--- src/logic/dhm_cfg.svh ---
`ifndef DHM_CFG_SVH
`define DHM_CFG_SVH
// ==========================================================
// bus widths
`define DHM_PA_W 24
`define DHM_PD_W 48
`define DHM_DA_W 32
`define DHM_DD_W 40
// unused low bits
`define DHM_PM40_LO 8
`define DHM_PM32_LO 16
`define DHM_DM32_LO 8
// ==========================================================
// banks and wait states
`define DHM_PBANKS 2
`define DHM_DBANKS 4
`define DHM_WS_W 3
`define DHM_CNT_W 4
// ==========================================================
// timing
`define DHM_CLK_NS 10
`define DHM_SYNC_CYC 2
// ==========================================================
// buffering and cache
`define DHM_FIFO_DEPTH 32
`define DHM_FIFO_W 49
`define DHM_C_SETS 16
`define DHM_C_IDX_W 4
`define DHM_C_TAG_W 20
`endif

--- src/logic/dhm_pkg.sv ---
`default_nettype none
package dhm_pkg;
    // transfer format on a data path
    typedef enum logic [1:0] {DHM_FMT_FULL, DHM_FMT_40, DHM_FMT_32} dhm_fmt_t;
    // how an access is lengthened
    typedef enum logic [1:0] {DHM_WS_ONLY, DHM_ACK_ONLY, DHM_WS_AND_ACK} dhm_ack_t;
    // source of the bridge register
    typedef enum logic [1:0] {DHM_BR_PM, DHM_BR_DM, DHM_BR_RF} dhm_br_t;
    // port engine state
    typedef enum logic [1:0] {DHM_IDLE, DHM_STROBE, DHM_DONE} dhm_st_t;
endpackage
`default_nettype wire

--- src/logic/dhm_stream_if.sv ---
`default_nettype none
interface dhm_stream_if #(parameter int W = 8) ();
    logic valid;
    logic ready;
    logic [W-1:0] data;
    modport src (output valid, output data, input ready);
    modport snk (input valid, input data, output ready);
endinterface
`default_nettype wire

--- src/logic/dhm_mem_if.sv ---
`include "dhm_cfg.svh"
`default_nettype none
// ==========================================================
// Contract
// program port drives 24-bit word address
// program data 48 bits, 40-bit drops 8
// 32-bit program data ignores low 16
// data port drives 32-bit word address
// data path 40 bits, 32-bit drops 8
// four data bank selects from address
// two program bank selects from address
// per-bank wait states zero to seven
// lengthen by waits and/or acknowledge
// both ports mark page crossings
// data address direct or from generator
// both generators may issue same cycle
// bus request halts, floats, then grants
// port float stalls only that port
// bridge register joins program and data
// colliding fetch served from 32-entry cache
// outside lowers ack to add waits
// outside holds ack after float release
// page output on program page crossing
// finish access before grant, hold till withdrawn
module dhm_mem_if
    import dhm_pkg::*;
(
    // clock and reset
    input wire logic sys_clk,
    input wire logic rst,
    // program port data requests
    input wire logic pm_req_valid,
    output logic pm_req_ready,
    input wire logic pm_req_write,
    input wire dhm_fmt_t pm_req_fmt,
    input wire logic [`DHM_PA_W-1:0] prog_addr_gen,
    input wire logic [`DHM_PD_W-1:0] pm_wdata,
    // instruction fetch
    input wire logic fetch_valid,
    output logic fetch_ready,
    input wire logic [`DHM_PA_W-1:0] fetch_addr,
    output logic fetch_done,
    output logic [`DHM_PD_W-1:0] fetch_instr,
    // data port requests
    input wire logic dm_req_valid,
    output logic dm_req_ready,
    input wire logic dm_req_write,
    input wire dhm_fmt_t dm_req_fmt,
    input wire logic dm_direct,
    input wire logic [`DHM_DA_W-1:0] dm_abs_addr,
    input wire logic [`DHM_DA_W-1:0] data_addr_gen,
    input wire logic [`DHM_DD_W-1:0] dm_wdata,
    // read data stream
    output logic rd_valid,
    input wire logic rd_ready,
    output logic rd_port,
    output logic [`DHM_PD_W-1:0] rd_data,
    // bridge register
    input wire logic bridge_load,
    input wire dhm_br_t bridge_src,
    input wire logic [`DHM_DD_W-1:0] bridge_rf_data,
    output logic [`DHM_PD_W-1:0] port_bridge_reg,
    // configuration
    input wire logic [`DHM_PBANKS-1:0][`DHM_WS_W-1:0] prog_wait,
    input wire logic [`DHM_DBANKS-1:0][`DHM_WS_W-1:0] data_wait,
    input wire dhm_ack_t prog_ack_mode,
    input wire dhm_ack_t data_ack_mode,
    input wire logic [`DHM_PA_W-1:0] prog_bank_bound,
    input wire logic [2:0][`DHM_DA_W-1:0] data_bank_bound,
    input wire logic [4:0] prog_page_bits,
    input wire logic [4:0] data_page_bits,
    // status
    output logic core_halt,
    // program memory pins
    output logic [`DHM_PA_W-1:0] prog_addr_bus,
    input wire logic [`DHM_PD_W-1:0] prog_data_bus_i,
    output logic [`DHM_PD_W-1:0] prog_data_bus_o,
    output logic prog_data_bus_oe,
    output logic prog_ctl_oe,
    output logic [`DHM_PBANKS-1:0] prog_bank_select_n,
    output logic prog_rd_n,
    output logic prog_wr_n,
    input wire logic prog_access_ack,
    input wire logic prog_port_float_n,
    output logic prog_page_cross,
    // data memory pins
    output logic [`DHM_DA_W-1:0] data_addr_bus,
    input wire logic [`DHM_DD_W-1:0] data_data_bus_i,
    output logic [`DHM_DD_W-1:0] data_data_bus_o,
    output logic data_data_bus_oe,
    output logic data_ctl_oe,
    output logic [`DHM_DBANKS-1:0] data_bank_select_n,
    output logic data_rd_n,
    output logic data_wr_n,
    input wire logic data_access_ack,
    input wire logic data_port_float_n,
    output logic data_page_cross,
    // bus arbitration
    input wire logic bus_request_n,
    output logic bus_grant_n
);
    // ==========================================================
    // helpers
    function automatic logic [`DHM_PD_W-1:0] fmask(input logic dm, input dhm_fmt_t f);
        logic [`DHM_PD_W-1:0] m;
        m = '1;
        if (dm) begin
            m = {8'h00, {`DHM_DD_W{1'b1}}};
            if (f == DHM_FMT_32) m[`DHM_DM32_LO-1:0] = '0;
        end else if (f == DHM_FMT_40) m[`DHM_PM40_LO-1:0] = '0;
        else if (f == DHM_FMT_32) m[`DHM_PM32_LO-1:0] = '0;
        return m;
    endfunction

    function automatic logic [1:0] dbank(input logic [31:0] a, input logic [2:0][31:0] b);
        return 2'(a >= b[0]) + 2'(a >= b[1]) + 2'(a >= b[2]);
    endfunction

    function automatic logic [3:0] onehot(input logic [1:0] b);
        return 4'h1 << b;
    endfunction

    function automatic logic [31:0] page(input logic [31:0] a, input logic [4:0] s);
        return a >> s;
    endfunction

    // ==========================================================
    // pin synchronisers
    logic [1:0] ack_s1, ack_s2, flt_s1, flt_s2;
    logic br_s1, br_s2;
    logic [`DHM_PD_W-1:0] pd_s1, pd_s2;
    logic [`DHM_DD_W-1:0] dd_s1, dd_s2;
    always_ff @(posedge sys_clk) begin
        if (rst) begin
            ack_s1 <= '0;
            ack_s2 <= '0;
            flt_s1 <= 2'h3;
            flt_s2 <= 2'h3;
            br_s1 <= 1'b1;
            br_s2 <= 1'b1;
        end else begin
            ack_s1 <= {data_access_ack, prog_access_ack};
            ack_s2 <= ack_s1;
            flt_s1 <= {data_port_float_n, prog_port_float_n};
            flt_s2 <= flt_s1;
            br_s1 <= bus_request_n;
            br_s2 <= br_s1;
        end
    end
    // data buses need no reset
    always_ff @(posedge sys_clk) begin
        pd_s1 <= prog_data_bus_i;
        pd_s2 <= pd_s1;
        dd_s1 <= data_data_bus_i;
        dd_s2 <= dd_s1;
    end

    // ==========================================================
    // request selection and decode
    wire logic [1:0] flt;
    wire logic breq;
    logic gnt;
    wire logic [`DHM_DA_W-1:0] dm_addr;
    wire logic [31:0] nb_addr [2];
    wire logic [`DHM_PD_W-1:0] nb_wdata [2];
    wire logic [`DHM_PD_W-1:0] din [2];
    wire logic [1:0] nb_bank [2];
    wire logic [2:0] nb_ws [2];
    wire dhm_ack_t nb_mode [2];
    wire logic [4:0] pg_bits [2];
    wire dhm_fmt_t nb_fmt [2];
    wire logic [1:0] eng_req, nb_wr, can, go, done_ev;
    dhm_st_t st [2];
    logic [`DHM_CNT_W-1:0] cnt [2];
    logic [31:0] a_addr [2];
    logic [`DHM_PD_W-1:0] a_wdata [2];
    logic [`DHM_PD_W-1:0] rdat [2];
    logic [1:0] a_bank [2];
    logic [2:0] a_ws [2];
    logic [1:0] a_wr, a_ack, a_px;
    dhm_fmt_t a_fmt [2];
    logic a_fetch, a_fill, fill_pend;
    logic [1:0] pushed;
    wire logic hit, cache_srv;

    assign flt = ~flt_s2;
    assign breq = !br_s2;
    assign core_halt = gnt || breq;
    assign dm_addr = dm_direct ? dm_abs_addr : data_addr_gen;
    // pm data beats the fetch
    assign nb_addr[0] = {8'h00, (pm_req_valid ? prog_addr_gen : fetch_addr)};
    assign nb_addr[1] = dm_addr;
    assign nb_wdata[0] = pm_wdata;
    assign nb_wdata[1] = {8'h00, dm_wdata};
    assign din[0] = pd_s2;
    assign din[1] = {8'h00, dd_s2};
    assign nb_fmt[0] = pm_req_valid ? pm_req_fmt : DHM_FMT_FULL;
    assign nb_fmt[1] = dm_req_fmt;
    assign nb_bank[0] = {1'b0, nb_addr[0][`DHM_PA_W-1:0] >= prog_bank_bound};
    assign nb_bank[1] = dbank(dm_addr, data_bank_bound);
    assign nb_ws[0] = prog_wait[nb_bank[0][0]];
    assign nb_ws[1] = data_wait[nb_bank[1]];
    assign nb_mode[0] = prog_ack_mode;
    assign nb_mode[1] = data_ack_mode;
    assign pg_bits[0] = prog_page_bits;
    assign pg_bits[1] = data_page_bits;
    assign nb_wr = {dm_req_write, pm_req_valid && pm_req_write};
    assign eng_req = {dm_req_valid, pm_req_valid || (fetch_valid && !cache_srv)};
    // float stalls own port only
    assign can[0] = (st[0] == DHM_IDLE) && !core_halt && !flt[0];
    assign can[1] = (st[1] == DHM_IDLE) && !core_halt && !flt[1];
    assign go = eng_req & can;
    assign pm_req_ready = can[0];
    assign dm_req_ready = can[1];
    assign fetch_ready = cache_srv || (can[0] && !pm_req_valid);

    // ==========================================================
    // port engines
    generate
        for (genvar p = 0; p < 2; p++) begin : g_eng
            assign done_ev[p] = (st[p] == DHM_STROBE) && !flt[p] && (cnt[p] == '0)
                && (!a_ack[p] || ack_s2[p]);
            always_ff @(posedge sys_clk) begin
                if (rst) begin
                    st[p] <= DHM_IDLE;
                    cnt[p] <= '0;
                    a_addr[p] <= '0;
                    a_wdata[p] <= '0;
                    a_wr[p] <= 1'b0;
                    a_ack[p] <= 1'b0;
                    a_px[p] <= 1'b0;
                    a_bank[p] <= '0;
                    a_ws[p] <= '0;
                    a_fmt[p] <= DHM_FMT_FULL;
                    rdat[p] <= '0;
                end else if (go[p]) begin
                    st[p] <= DHM_STROBE;
                    a_addr[p] <= nb_addr[p];
                    a_wdata[p] <= nb_wdata[p] & fmask(p[0], nb_fmt[p]);
                    a_wr[p] <= nb_wr[p];
                    a_fmt[p] <= nb_fmt[p];
                    a_bank[p] <= nb_bank[p];
                    a_ws[p] <= nb_ws[p];
                    a_ack[p] <= (nb_mode[p] != DHM_WS_ONLY);
                    // waits, then sync lag
                    cnt[p] <= (nb_mode[p] == DHM_ACK_ONLY) ? `DHM_CNT_W'(`DHM_SYNC_CYC)
                        : `DHM_CNT_W'(nb_ws[p]) + `DHM_CNT_W'(`DHM_SYNC_CYC);
                    a_px[p] <= page(nb_addr[p], pg_bits[p]) != page(a_addr[p], pg_bits[p]);
                end else if (st[p] == DHM_STROBE && !flt[p]) begin
                    if (cnt[p] != '0) cnt[p] <= cnt[p] - 1'b1;
                    if (done_ev[p]) begin
                        rdat[p] <= din[p] & fmask(p[0], a_fmt[p]);
                        st[p] <= (a_wr[p] || (p == 0 && a_fetch)) ? DHM_IDLE : DHM_DONE;
                    end
                end else if (st[p] == DHM_DONE && pushed[p]) begin
                    st[p] <= DHM_IDLE;
                end
            end
        end
    endgenerate

    // ==========================================================
    // read fifo; when full, engines wait in done
    dhm_stream_if #(.W(`DHM_FIFO_W)) rd_in ();
    dhm_stream_if #(.W(`DHM_FIFO_W)) rd_out ();
    assign rd_in.valid = (st[0] == DHM_DONE) || (st[1] == DHM_DONE);
    assign rd_in.data = (st[0] == DHM_DONE) ? {1'b0, rdat[0]} : {1'b1, rdat[1]};
    assign pushed[0] = (st[0] == DHM_DONE) && rd_in.ready;
    assign pushed[1] = (st[1] == DHM_DONE) && (st[0] != DHM_DONE) && rd_in.ready;
    assign rd_valid = rd_out.valid;
    assign rd_out.ready = rd_ready;
    assign rd_port = rd_out.data[`DHM_FIFO_W-1];
    assign rd_data = rd_out.data[`DHM_PD_W-1:0];
    dhm_fifo #(.W(`DHM_FIFO_W), .DEPTH(`DHM_FIFO_DEPTH)) u_rd_fifo (
        .sys_clk(sys_clk),
        .rst(rst),
        .fill(rd_in),
        .drain(rd_out)
    );

    // ==========================================================
    // fetch cache, 2 ways x 16 sets
    logic c_val [`DHM_C_SETS][2];
    logic [`DHM_C_TAG_W-1:0] c_tag [`DHM_C_SETS][2];
    logic [`DHM_PD_W-1:0] c_dat [`DHM_C_SETS][2];
    logic c_lru [`DHM_C_SETS];
    wire logic [`DHM_C_IDX_W-1:0] f_idx, w_idx;
    wire logic [`DHM_C_TAG_W-1:0] f_tag;
    wire logic hit1, fill_ev, w_way;
    assign f_idx = fetch_addr[`DHM_C_IDX_W-1:0];
    assign f_tag = fetch_addr[`DHM_PA_W-1:`DHM_C_IDX_W];
    assign hit1 = c_val[f_idx][1] && (c_tag[f_idx][1] == f_tag);
    assign hit = hit1 || (c_val[f_idx][0] && (c_tag[f_idx][0] == f_tag));
    assign cache_srv = fetch_valid && hit && !core_halt;
    assign w_idx = a_addr[0][`DHM_C_IDX_W-1:0];
    assign w_way = !c_val[w_idx][0] ? 1'b0 : !c_val[w_idx][1] ? 1'b1 : c_lru[w_idx];
    assign fill_ev = done_ev[0] && a_fetch && a_fill;

    // only colliding fetches are cached
    always_ff @(posedge sys_clk) begin
        if (rst) begin
            for (int i = 0; i < `DHM_C_SETS; i++) begin
                c_val[i][0] <= 1'b0;
                c_val[i][1] <= 1'b0;
                c_lru[i] <= 1'b0;
            end
            fill_pend <= 1'b0;
            a_fetch <= 1'b0;
            a_fill <= 1'b0;
        end else begin
            if (fetch_valid && pm_req_valid && !hit) fill_pend <= 1'b1;
            else if (go[0] && !pm_req_valid) fill_pend <= 1'b0;
            if (go[0]) begin
                a_fetch <= !pm_req_valid;
                a_fill <= fill_pend;
            end
            if (cache_srv) c_lru[f_idx] <= !hit1;
            if (fill_ev) begin
                c_val[w_idx][w_way] <= 1'b1;
                c_tag[w_idx][w_way] <= a_addr[0][`DHM_PA_W-1:`DHM_C_IDX_W];
                c_dat[w_idx][w_way] <= din[0];
                c_lru[w_idx] <= !w_way;
            end
        end
    end

    // fetch result
    always_ff @(posedge sys_clk) begin
        if (rst) begin
            fetch_done <= 1'b0;
            fetch_instr <= '0;
        end else begin
            fetch_done <= cache_srv || (done_ev[0] && a_fetch);
            if (cache_srv) fetch_instr <= c_dat[f_idx][hit1];
            else if (done_ev[0] && a_fetch) fetch_instr <= din[0];
        end
    end

    // ==========================================================
    // bridge, 40-bit in upper bits
    always_ff @(posedge sys_clk) begin
        if (rst) port_bridge_reg <= '0;
        else if (bridge_load) begin
            case (bridge_src)
                DHM_BR_PM: port_bridge_reg <= rdat[0];
                DHM_BR_DM: port_bridge_reg <= {rdat[1][`DHM_DD_W-1:0], 8'h00};
                DHM_BR_RF: port_bridge_reg <= {bridge_rf_data, 8'h00};
                default: port_bridge_reg <= port_bridge_reg;
            endcase
        end
    end

    // ==========================================================
    // grant once no strobe open
    always_ff @(posedge sys_clk) begin
        if (rst) gnt <= 1'b0;
        else if (!gnt && breq && st[0] != DHM_STROBE && st[1] != DHM_STROBE) gnt <= 1'b1;
        else if (gnt && !breq) gnt <= 1'b0;
    end

    // ==========================================================
    // pin drive
    wire logic [1:0] stb;
    wire logic [3:0] psel_oh;
    assign stb = {st[1] == DHM_STROBE, st[0] == DHM_STROBE};
    assign psel_oh = onehot(a_bank[0]);
    assign bus_grant_n = !gnt;
    assign prog_ctl_oe = !gnt && !flt[0];
    assign data_ctl_oe = !gnt && !flt[1];
    assign prog_data_bus_oe = prog_ctl_oe && stb[0] && a_wr[0];
    assign data_data_bus_oe = data_ctl_oe && stb[1] && a_wr[1];
    assign prog_addr_bus = a_addr[0][`DHM_PA_W-1:0];
    assign data_addr_bus = a_addr[1];
    assign prog_data_bus_o = a_wdata[0];
    assign data_data_bus_o = a_wdata[1][`DHM_DD_W-1:0];
    assign prog_bank_select_n = ~(stb[0] ? psel_oh[1:0] : 2'h0);
    assign data_bank_select_n = ~(stb[1] ? onehot(a_bank[1]) : 4'h0);
    assign prog_rd_n = !(stb[0] && !a_wr[0]);
    assign prog_wr_n = !(stb[0] && a_wr[0]);
    assign data_rd_n = !(stb[1] && !a_wr[1]);
    assign data_wr_n = !(stb[1] && a_wr[1]);
    assign prog_page_cross = stb[0] && a_px[0];
    assign data_page_cross = stb[1] && a_px[1];

    logic [4:0] slen0;
    always_ff @(posedge sys_clk) begin
        if (rst || go[0]) slen0 <= '0;
        else if (stb[0] && slen0 != 5'h1f) slen0 <= slen0 + 1'b1;
    end
endmodule
`default_nettype wire

--- src/logic/dhm_fifo.sv ---
`default_nettype none
// ==========================================================
// fifo, depth a power of two
module dhm_fifo #(
    parameter int W = 8,
    parameter int DEPTH = 4
) (
    // clock and reset
    input wire logic sys_clk,
    input wire logic rst,
    // filling and draining sides
    dhm_stream_if.snk fill,
    dhm_stream_if.src drain
);
    localparam int AW = $clog2(DEPTH);
    logic [W-1:0] mem [DEPTH];
    logic [AW-1:0] wp;
    logic [AW-1:0] rp;
    logic [AW:0] cnt;
    wire logic do_wr;
    wire logic do_rd;

    // flags from the fill count
    assign fill.ready = (cnt != (AW+1)'(DEPTH));
    assign drain.valid = (cnt != '0);
    assign drain.data = mem[rp];
    assign do_wr = fill.valid && fill.ready;
    assign do_rd = drain.valid && drain.ready;

    // storage, not reset
    always_ff @(posedge sys_clk) begin
        if (do_wr) begin
            mem[wp] <= fill.data;
        end
    end

    // pointers wrap at power of two
    always_ff @(posedge sys_clk) begin
        if (rst) begin
            wp <= '0;
            rp <= '0;
            cnt <= '0;
        end else begin
            if (do_wr) wp <= wp + 1'b1;
            if (do_rd) rp <= rp + 1'b1;
            if (do_wr && !do_rd) cnt <= cnt + 1'b1;
            else if (do_rd && !do_wr) cnt <= cnt - 1'b1;
        end
    end
endmodule
`default_nettype wire

--- config.mk ---
export PLATFORM = sky130hd
export DESIGN_NAME = dhm_mem_if
export DESIGN_NICKNAME = d
export VERILOG_FILES = /design/src/logic/dhm_pkg.sv /design/src/logic/dhm_stream_if.sv /design/src/logic/dhm_mem_if.sv /design/src/logic/dhm_fifo.sv
export VERILOG_INCLUDE_DIRS = /design/src /design/src/logic
export SDC_FILE = /design/constraint.sdc
export NUM_CORES = 2
export LEC_CHECK = 0
export BUFFER_PORTS_ARGS = -buffer_cell sky130_fd_sc_hd__buf_2
export CAP_MARGIN = 20
export CELL_PAD_IN_SITES_DETAIL_PLACEMENT = 2
export CELL_PAD_IN_SITES_GLOBAL_PLACEMENT = 2
export CORE_UTILIZATION = 47
export DETAILED_ROUTE_END_ITERATION = 10
export GPL_TIMING_DRIVEN = 0
export HOLD_SLACK_MARGIN = 0.12
export PLACE_DENSITY_LB_ADDON = 0.1
export SYNTH_ARGS = -nofsm -noshare
export SYNTH_HDL_FRONTEND = slang
export SYNTH_HIERARCHICAL = 1
export SYNTH_SLANG_ARGS = --single-unit
--- constraint.sdc ---
create_clock -name sys_clk -period 11.6 [get_ports sys_clk]
set_input_delay 1.74 -clock sys_clk [delete_from_list [all_inputs] [get_ports sys_clk]]
set_output_delay 1.74 -clock sys_clk [all_outputs]
set_load 0.01 [all_outputs]
# After elaboration in Yosys (flattened, before gate mapping)
# Memory sizes are Yosys's and may differ from the RTL's. A register that Yosys moved wholly into a read port is not among the register bits.
# Cells that the tools add are included.
# word_totals
n_memories,12
register_bits,309
output_inout_bits,312
ramBits,4068
# op_classes
n_bitwise,30
reduce_logical,96
add_sub_neg,10
eq_ne,22
n_mux,134
shift,6
magnitude_cmp,9
# memory_table
name,words,word_bits,rd,rd_ports_with_merged_regs,wr,line,source
u_rd_fifo.mem,32,49,1,1,1,dhm_fifo.sv:16,logic [W-1:0] mem [DEPTH];
c_dat,16,96,1,0,1,dhm_mem_if.sv:285,logic [`DHM_PD_W-1:0] c_dat [`DHM_C_SETS][2];
c_tag,16,40,1,0,1,dhm_mem_if.sv:284,logic [`DHM_C_TAG_W-1:0] c_tag [`DHM_C_SETS][2];
a_wdata,2,48,2,0,2,dhm_mem_if.sv:176,logic [`DHM_PD_W-1:0] a_wdata [2];
rdat,2,48,2,0,2,dhm_mem_if.sv:177,logic [`DHM_PD_W-1:0] rdat [2];
a_addr,2,32,2,0,2,dhm_mem_if.sv:175,logic [31:0] a_addr [2];
6 more memories,-,-,-,-,-,-,
# op_table
cell,n
$mux 48,16
$pmux 48 s3,1
$mux 16,8
$and 40x48->48,2
$and 48x48->48,2
$ge 32x32->1,3
$mux 32,3
$mux 96,1
$shr 32x5->32,3
$ne 32x32->1,2
$mux 1,57
$mux 49,1
$demux 48 s1,1
$logic_and 1x1->1,48
$mux 8,6
$eq 20x20->1,2
$mux 4,10
$mux 40,1
$mux 2,17
$shr 24x5->32,1
$ge 24x24->1,1
$mux 24,1
$demux 20 s1,1
$logic_not 1->1,20
39 further kinds,99

# Longest topological paths before layout
# An unclocked memory read counts as a cell.
# logic_depth
depth_word,16
depth_mapped,20
depth_no_buf,18

# Modules after synthesis
# The synthesis kept the hierarchy.
# modules_own_cells
mod,seq_area_each_um2,cells_each,instances,area_each_um2
dhm_mem_if,79866.6,6203,1,112531.7
dhm_fifo,47505.6,3046,1,61099.8

# Worst setup path before layout
# Ideal clock, no wire load.
# synth_path
path_kind,input to register
startpoint,input port rst
endpoint,"memory c_dat[2][0] (netlist name), enable pin"
path_buffers,0
required_time_ns,10.932
path_slack_ns,2.058
arrival_time_ns,8.874
setup_time_ns,0.668
stages,6
cell_sequence,inv_1 -> nand2_1 -> nor2_1 -> nand2_1 -> or2_1 -> nor4_1
# synth_via
elab_chain_len,2
# synth_rtl
item,line,source
start: declaration,dhm_mem_if.sv:30,"input wire logic rst,"
$mux 1,dhm_mem_if.sv:301,if (rst) begin
$mux 96 (implied by the code),dhm_mem_if.sv:321,c_dat[w_idx][w_way] <= din[0];
end: declaration,dhm_mem_if.sv:285,
# Every way passes these cells.

# Worst setup path after layout
# layout_path
startpoint,input port fetch_addr[0]
endpoint,output port fetch_ready
# layout_via
elab_chain_len,7
elab_cells_between_ends,10
# layout_rtl
item,line,source
start: declaration,dhm_mem_if.sv:41,"input wire logic [`DHM_PA_W-1:0] fetch_addr,"
$mem_v2 16x40,-,
"$eq 20x20->1, on equally long branches","dhm_mem_if.sv:292, dhm_mem_if.sv:293",
"$logic_and 1x1->1, on equally long branches","dhm_mem_if.sv:292, dhm_mem_if.sv:293",
$logic_or 1x1->1 (*),dhm_mem_if.sv:293,assign hit = hit1 || (c_val[f_idx][0] && (c_tag[f_idx][0] == f_tag));
$logic_and 1x1->1 (*) (2 in series),dhm_mem_if.sv:294,assign cache_srv = fetch_valid && hit && !core_halt;
$logic_or 1x1->1 (*),dhm_mem_if.sv:215,assign fetch_ready = cache_srv || (can[0] && !pm_req_valid);
end: declaration,dhm_mem_if.sv:40,"output logic fetch_ready,"
# Mark *: on every way between the ends. The rest lies on a longest branch, timed or not.

==> summary.txt <==
Status
  • Outcome: finished, final reports clean

Placed design
  • Post-DP HPWL: 463 mm
  • Cells after DPL: 15100
  • Routability congestion estimate: 0.887
  • IO buf count: 791

GRT
  • Initial antenna violation count: 87
  • Vias in the first global route: 113000
  • Global Route Usage Sum: 37.6%
  • Largest net degree at the start of global routing: 56
  • First-pass GRT wire length: 962 mm
  • GR Overflow Total: 0

Critical path
  • Critical path arrival: 8040 ps
  • Crit path largest cell delay: 880 ps
  • Most used cell, CP: buf_2
  • Crit. End Element: primary output
  • RR Endpoint: c_dat[9][39]
  • CP Max Fanout: 10
  • Reg2Reg Depth: 13
  • Worst path required time: 9860 ps
  • FF-to-FF setup slack: 5410 ps
  • Reg-to-Reg Start: a_addr[0][1]
  • Critical-path cell list: buf_4 -> inv_1 -> buf_2 -> buf_2 -> buf_2 -> mux2i_1 -> xor2_1 -> o21ai_0 -> o22ai_1 -> nand4_1 -> or4_4 -> a21oi_4 -> buf_6 -> a21o_1 -> buf_2
  • Crit path kind: in2out
  • Worst Setup Start Kind: input port
  • Slowest-stage cell, CP: a21oi_4

Clocking
  • Clock sink count: 4357
  • Reg clk slew, reported paths: 60 ps
  • CTS buffer count: 456
  • CTS H-tree depth: 5
  • Post-cts resize count: 0
  • CTS tree: built
  • Number of setup buffers added after CTS: 0
  • CTS Hold Bufs: 0
  • Root buf cell: clkbuf_16
  • Clock insertion delay at the later pin of the skew report: 1030 ps
  • Clock Path Buffers: 4

Detailed routing
  • Drt first pass iters: 6
  • Wire per inst: 44.1 µm
  • DRT iter0 DRCs: 13900
  • Via density per instance: 6.59
  • Wirelength, routed: 709 mm
  • DRC violation count after routing: 0
  • Antenna viol nets, final: 0
  • Vias: 106000

STA
  • Post-route minimum period: 9780 ps
  • Final hold vios: 0
  • Pins Over Slew Limit: 0
  • Slew @ Worst Pin: 1240 ps
  • Skew final: 69.2 ps
  • Rel. slew slack: 17.2%
  • RSZ-0062 raised after global routing: no
  • Setup violations, final: 0
  • Hold slack: 326 ps
  • Max Freq: 0.102 GHz
  • Period utilization: 84.3%

Flow run
  • Max-cap viol count: 0

Finish
  • Area grow syn2layout: 18.5%
  • Largest regs: u_rd_fifo/mem x1568, c_dat x1536, c_tag x640
  • Largest reg by FF count: u_rd_fifo/mem
  • Fin cells: 16100
  • Nets: 11500
  • Share of layout cells above drive strength 1: 29.3%
  • Max FFs per register: 1568

Synth
  • Fraction of the mapped netlist area in adder cells: 1.03%
  • Main combinational cell family by area after synthesis: multiplexers
  • Number of synthesized flops with an enable pin: 4011
  • Xor and xnor area share after synthesis: 0.736%
  • FFs w/ async S/R, synth: 0%
  • Register bit total from synthesis: 4357
  • Cell Area, Synth: 174000 µm²
  • Avg Cell Area, Syn: 18.8 µm²
  • Simple-gate share of the synthesized area: 3.99%
  • Syn Inst Count: 9249
  • Post-synthesis sequential area ratio: 73.4%
  • Compound-cell area share of the yosys netlist: 3.62%
  • Post-synthesis mux area share: 15.4%
  • Mapped Nets: 9892
  • Yosys Warn Count: 6
  • Synth cell types: 81
  • Synth Flop Type: edfxtp_1

Floorplan
  • Die Wd: 610 µm
  • Starting Density: 47.4%
  • Die height: 610 µm
  • CORE AREA: 367000 µm²
  • Cell row count: 222
  • I/O Pins: 813
  • Die Area: 372000 µm²

Hold path
  • Hold Crit Depth: 0
  • Worst hold start: pd_s1[39]
  • Worst Hold Class: reg2reg
  • WHS Endpoint: pd_s2[39]

Power
  • PD cells: 189 nW/µm²
  • Seq pwr share: 47.3%
  • Logic pwr share: 13.3%
  • Design Power: 38.9 mW
  • Switch Pwr: 10.6 mW
  • Switching share of power: 27.2%
  • P_int: 28.3 mW
  • Clock share of power: 39.4%
  • Max VDD drop: 0.158 mV
  • Leak: 69.8 nW
synth_stat cells (all sizes together) (7+ instances only):
cell type     n  area (µm²)
o221ai        7        61.3
nor3        129         646
nor2b       138         863
nor2        223         837
buf         191        1020
dfxtp       346        6930
nand3        43         215
and3         28         175
or4          55         417
a21o         45         338
a21oi       125         637
nand2b       33         206
nand4        22         138
o311ai        8        77.6
o211ai       31         233
mux2        380        4280
nand3b        8        60.1
a221oi        8        70.1
a31oi         8        50.1
or2          16         100
ha          140        1750
or3          12        75.1
inv         243         912
edfxtp     4011      120000
a22o        105         920
and2        204        1280
nor4         16         115
clkbuf      322        1210
a22oi        55         413
xnor2        86         753
o31ai        24         185
mux2i       281        2810
xor2         60         526
o32ai         9        86.3
o21ai       223        1120
o22ai       132         826
a211oi      117         878
mux4        876       19700
nand2       415        1590
cells in the final DEF (no fill, tap or decap), types with 124 or more instances in the layout:
cell type     n
and2_1      202
nor2_1      177
mux2i_1     281
inv_1       223
nor2b_1     138
buf_2       849
dfxtp_1     331
o21ai_0     223
mux4_2      876
clkbuf_1    413
nor3_1      129
ha_1        140
clkbuf_16   467
nand2_1     408
edfxtp_1   4011
a21oi_1     124
o22ai_1     132
mux2_2      380
worst max-delay path: cells and delay by family:
kind	cells	cell delay, ps
multiplexers	1	530
AO/OA/AOI/OAI	4	1750
AND/OR/NAND/NOR	2	800
XOR/XNOR	1	270
buffers and inverters	7	2860
through the flow:
stage / utilization [%] / instance area, µm² / worst slack, ps / setup TNS [ps]
after floorplan: - / 174000 / 2060 / 0
after global placement: 50.1 / 184000 / -9430 / -1300410
after detailed placement: 51.5 / 189000 / 2060 / 0
after CTS: 55.6 / 204000 / 2140 / 0
after global routing: 56.1 / 206000 / 1970 / 0
final: 56.1 / 206000 / 1820 / 0
worst max-delay path by stage:
stage	from	endpoint	slack, ps	cells past startpoint
after global placement	st[0][1]	c_dat[2][40]	-9430	9
final	fetch_addr[0]	fetch_ready	1820	15
after floorplan	rst	c_dat[2][0]	2060	6
after detailed placement	dm_direct	cnt[1][2]	2060	20
after global routing	fetch_addr[0]	fetch_ready	1970	15
after CTS	fetch_addr[0]	fetch_ready	2140	15
power by group through the flow:
stage | Sequential, mW | Clock, mW | Combinational, mW
4_1_cts | 18.4 | 15.4 | 4.88
3_5_place_dp | 18.7 | 0 | 4.76
3_3_place_gp | 18.9 | 0 | 4.07
2_1_floorplan | 18.6 | 0 | 2.34
6_report | 18.4 | 15.3 | 5.18
5_1_grt | 18.4 | 15.8 | 5.35
metal layers:
layer / GRT usage, % / vias to the layer above / share of wire, %
li1: - / 40400 / -
met1: 46.0 / 57200 / 36
met2: 64.0 / 6648 / 50
met3: 6.34 / 1736 / 8.0
met4: 20.4 / 30 / 6.2
met5: 0 / - / 0.029
cell type report:
type | count | area [µm²]
tap | 4816 | 6030
fill | 31000 | 161000
sequential | 4357 | 127000
clock buffer | 610 | 12600
antenna | 44 | 110
clock inverter | 247 | 2370
timing repair buffer | 1110 | 10500
inverter | 245 | 1000
buffer | 513 | 2240
multi-input combinational | 4134 | 43500
kinds of logic after synthesis:
group                      count (synthesis)
AOI/OAI and AO/OA                        943
xor gates and xnor gates                 146
adders and majority gates                142
buffers and inverters                    758
DFF                                     4357
muxes                                   1537
and+or+nand+nor                         1366
Note: power is estimated with default switching activity, not from simulation.
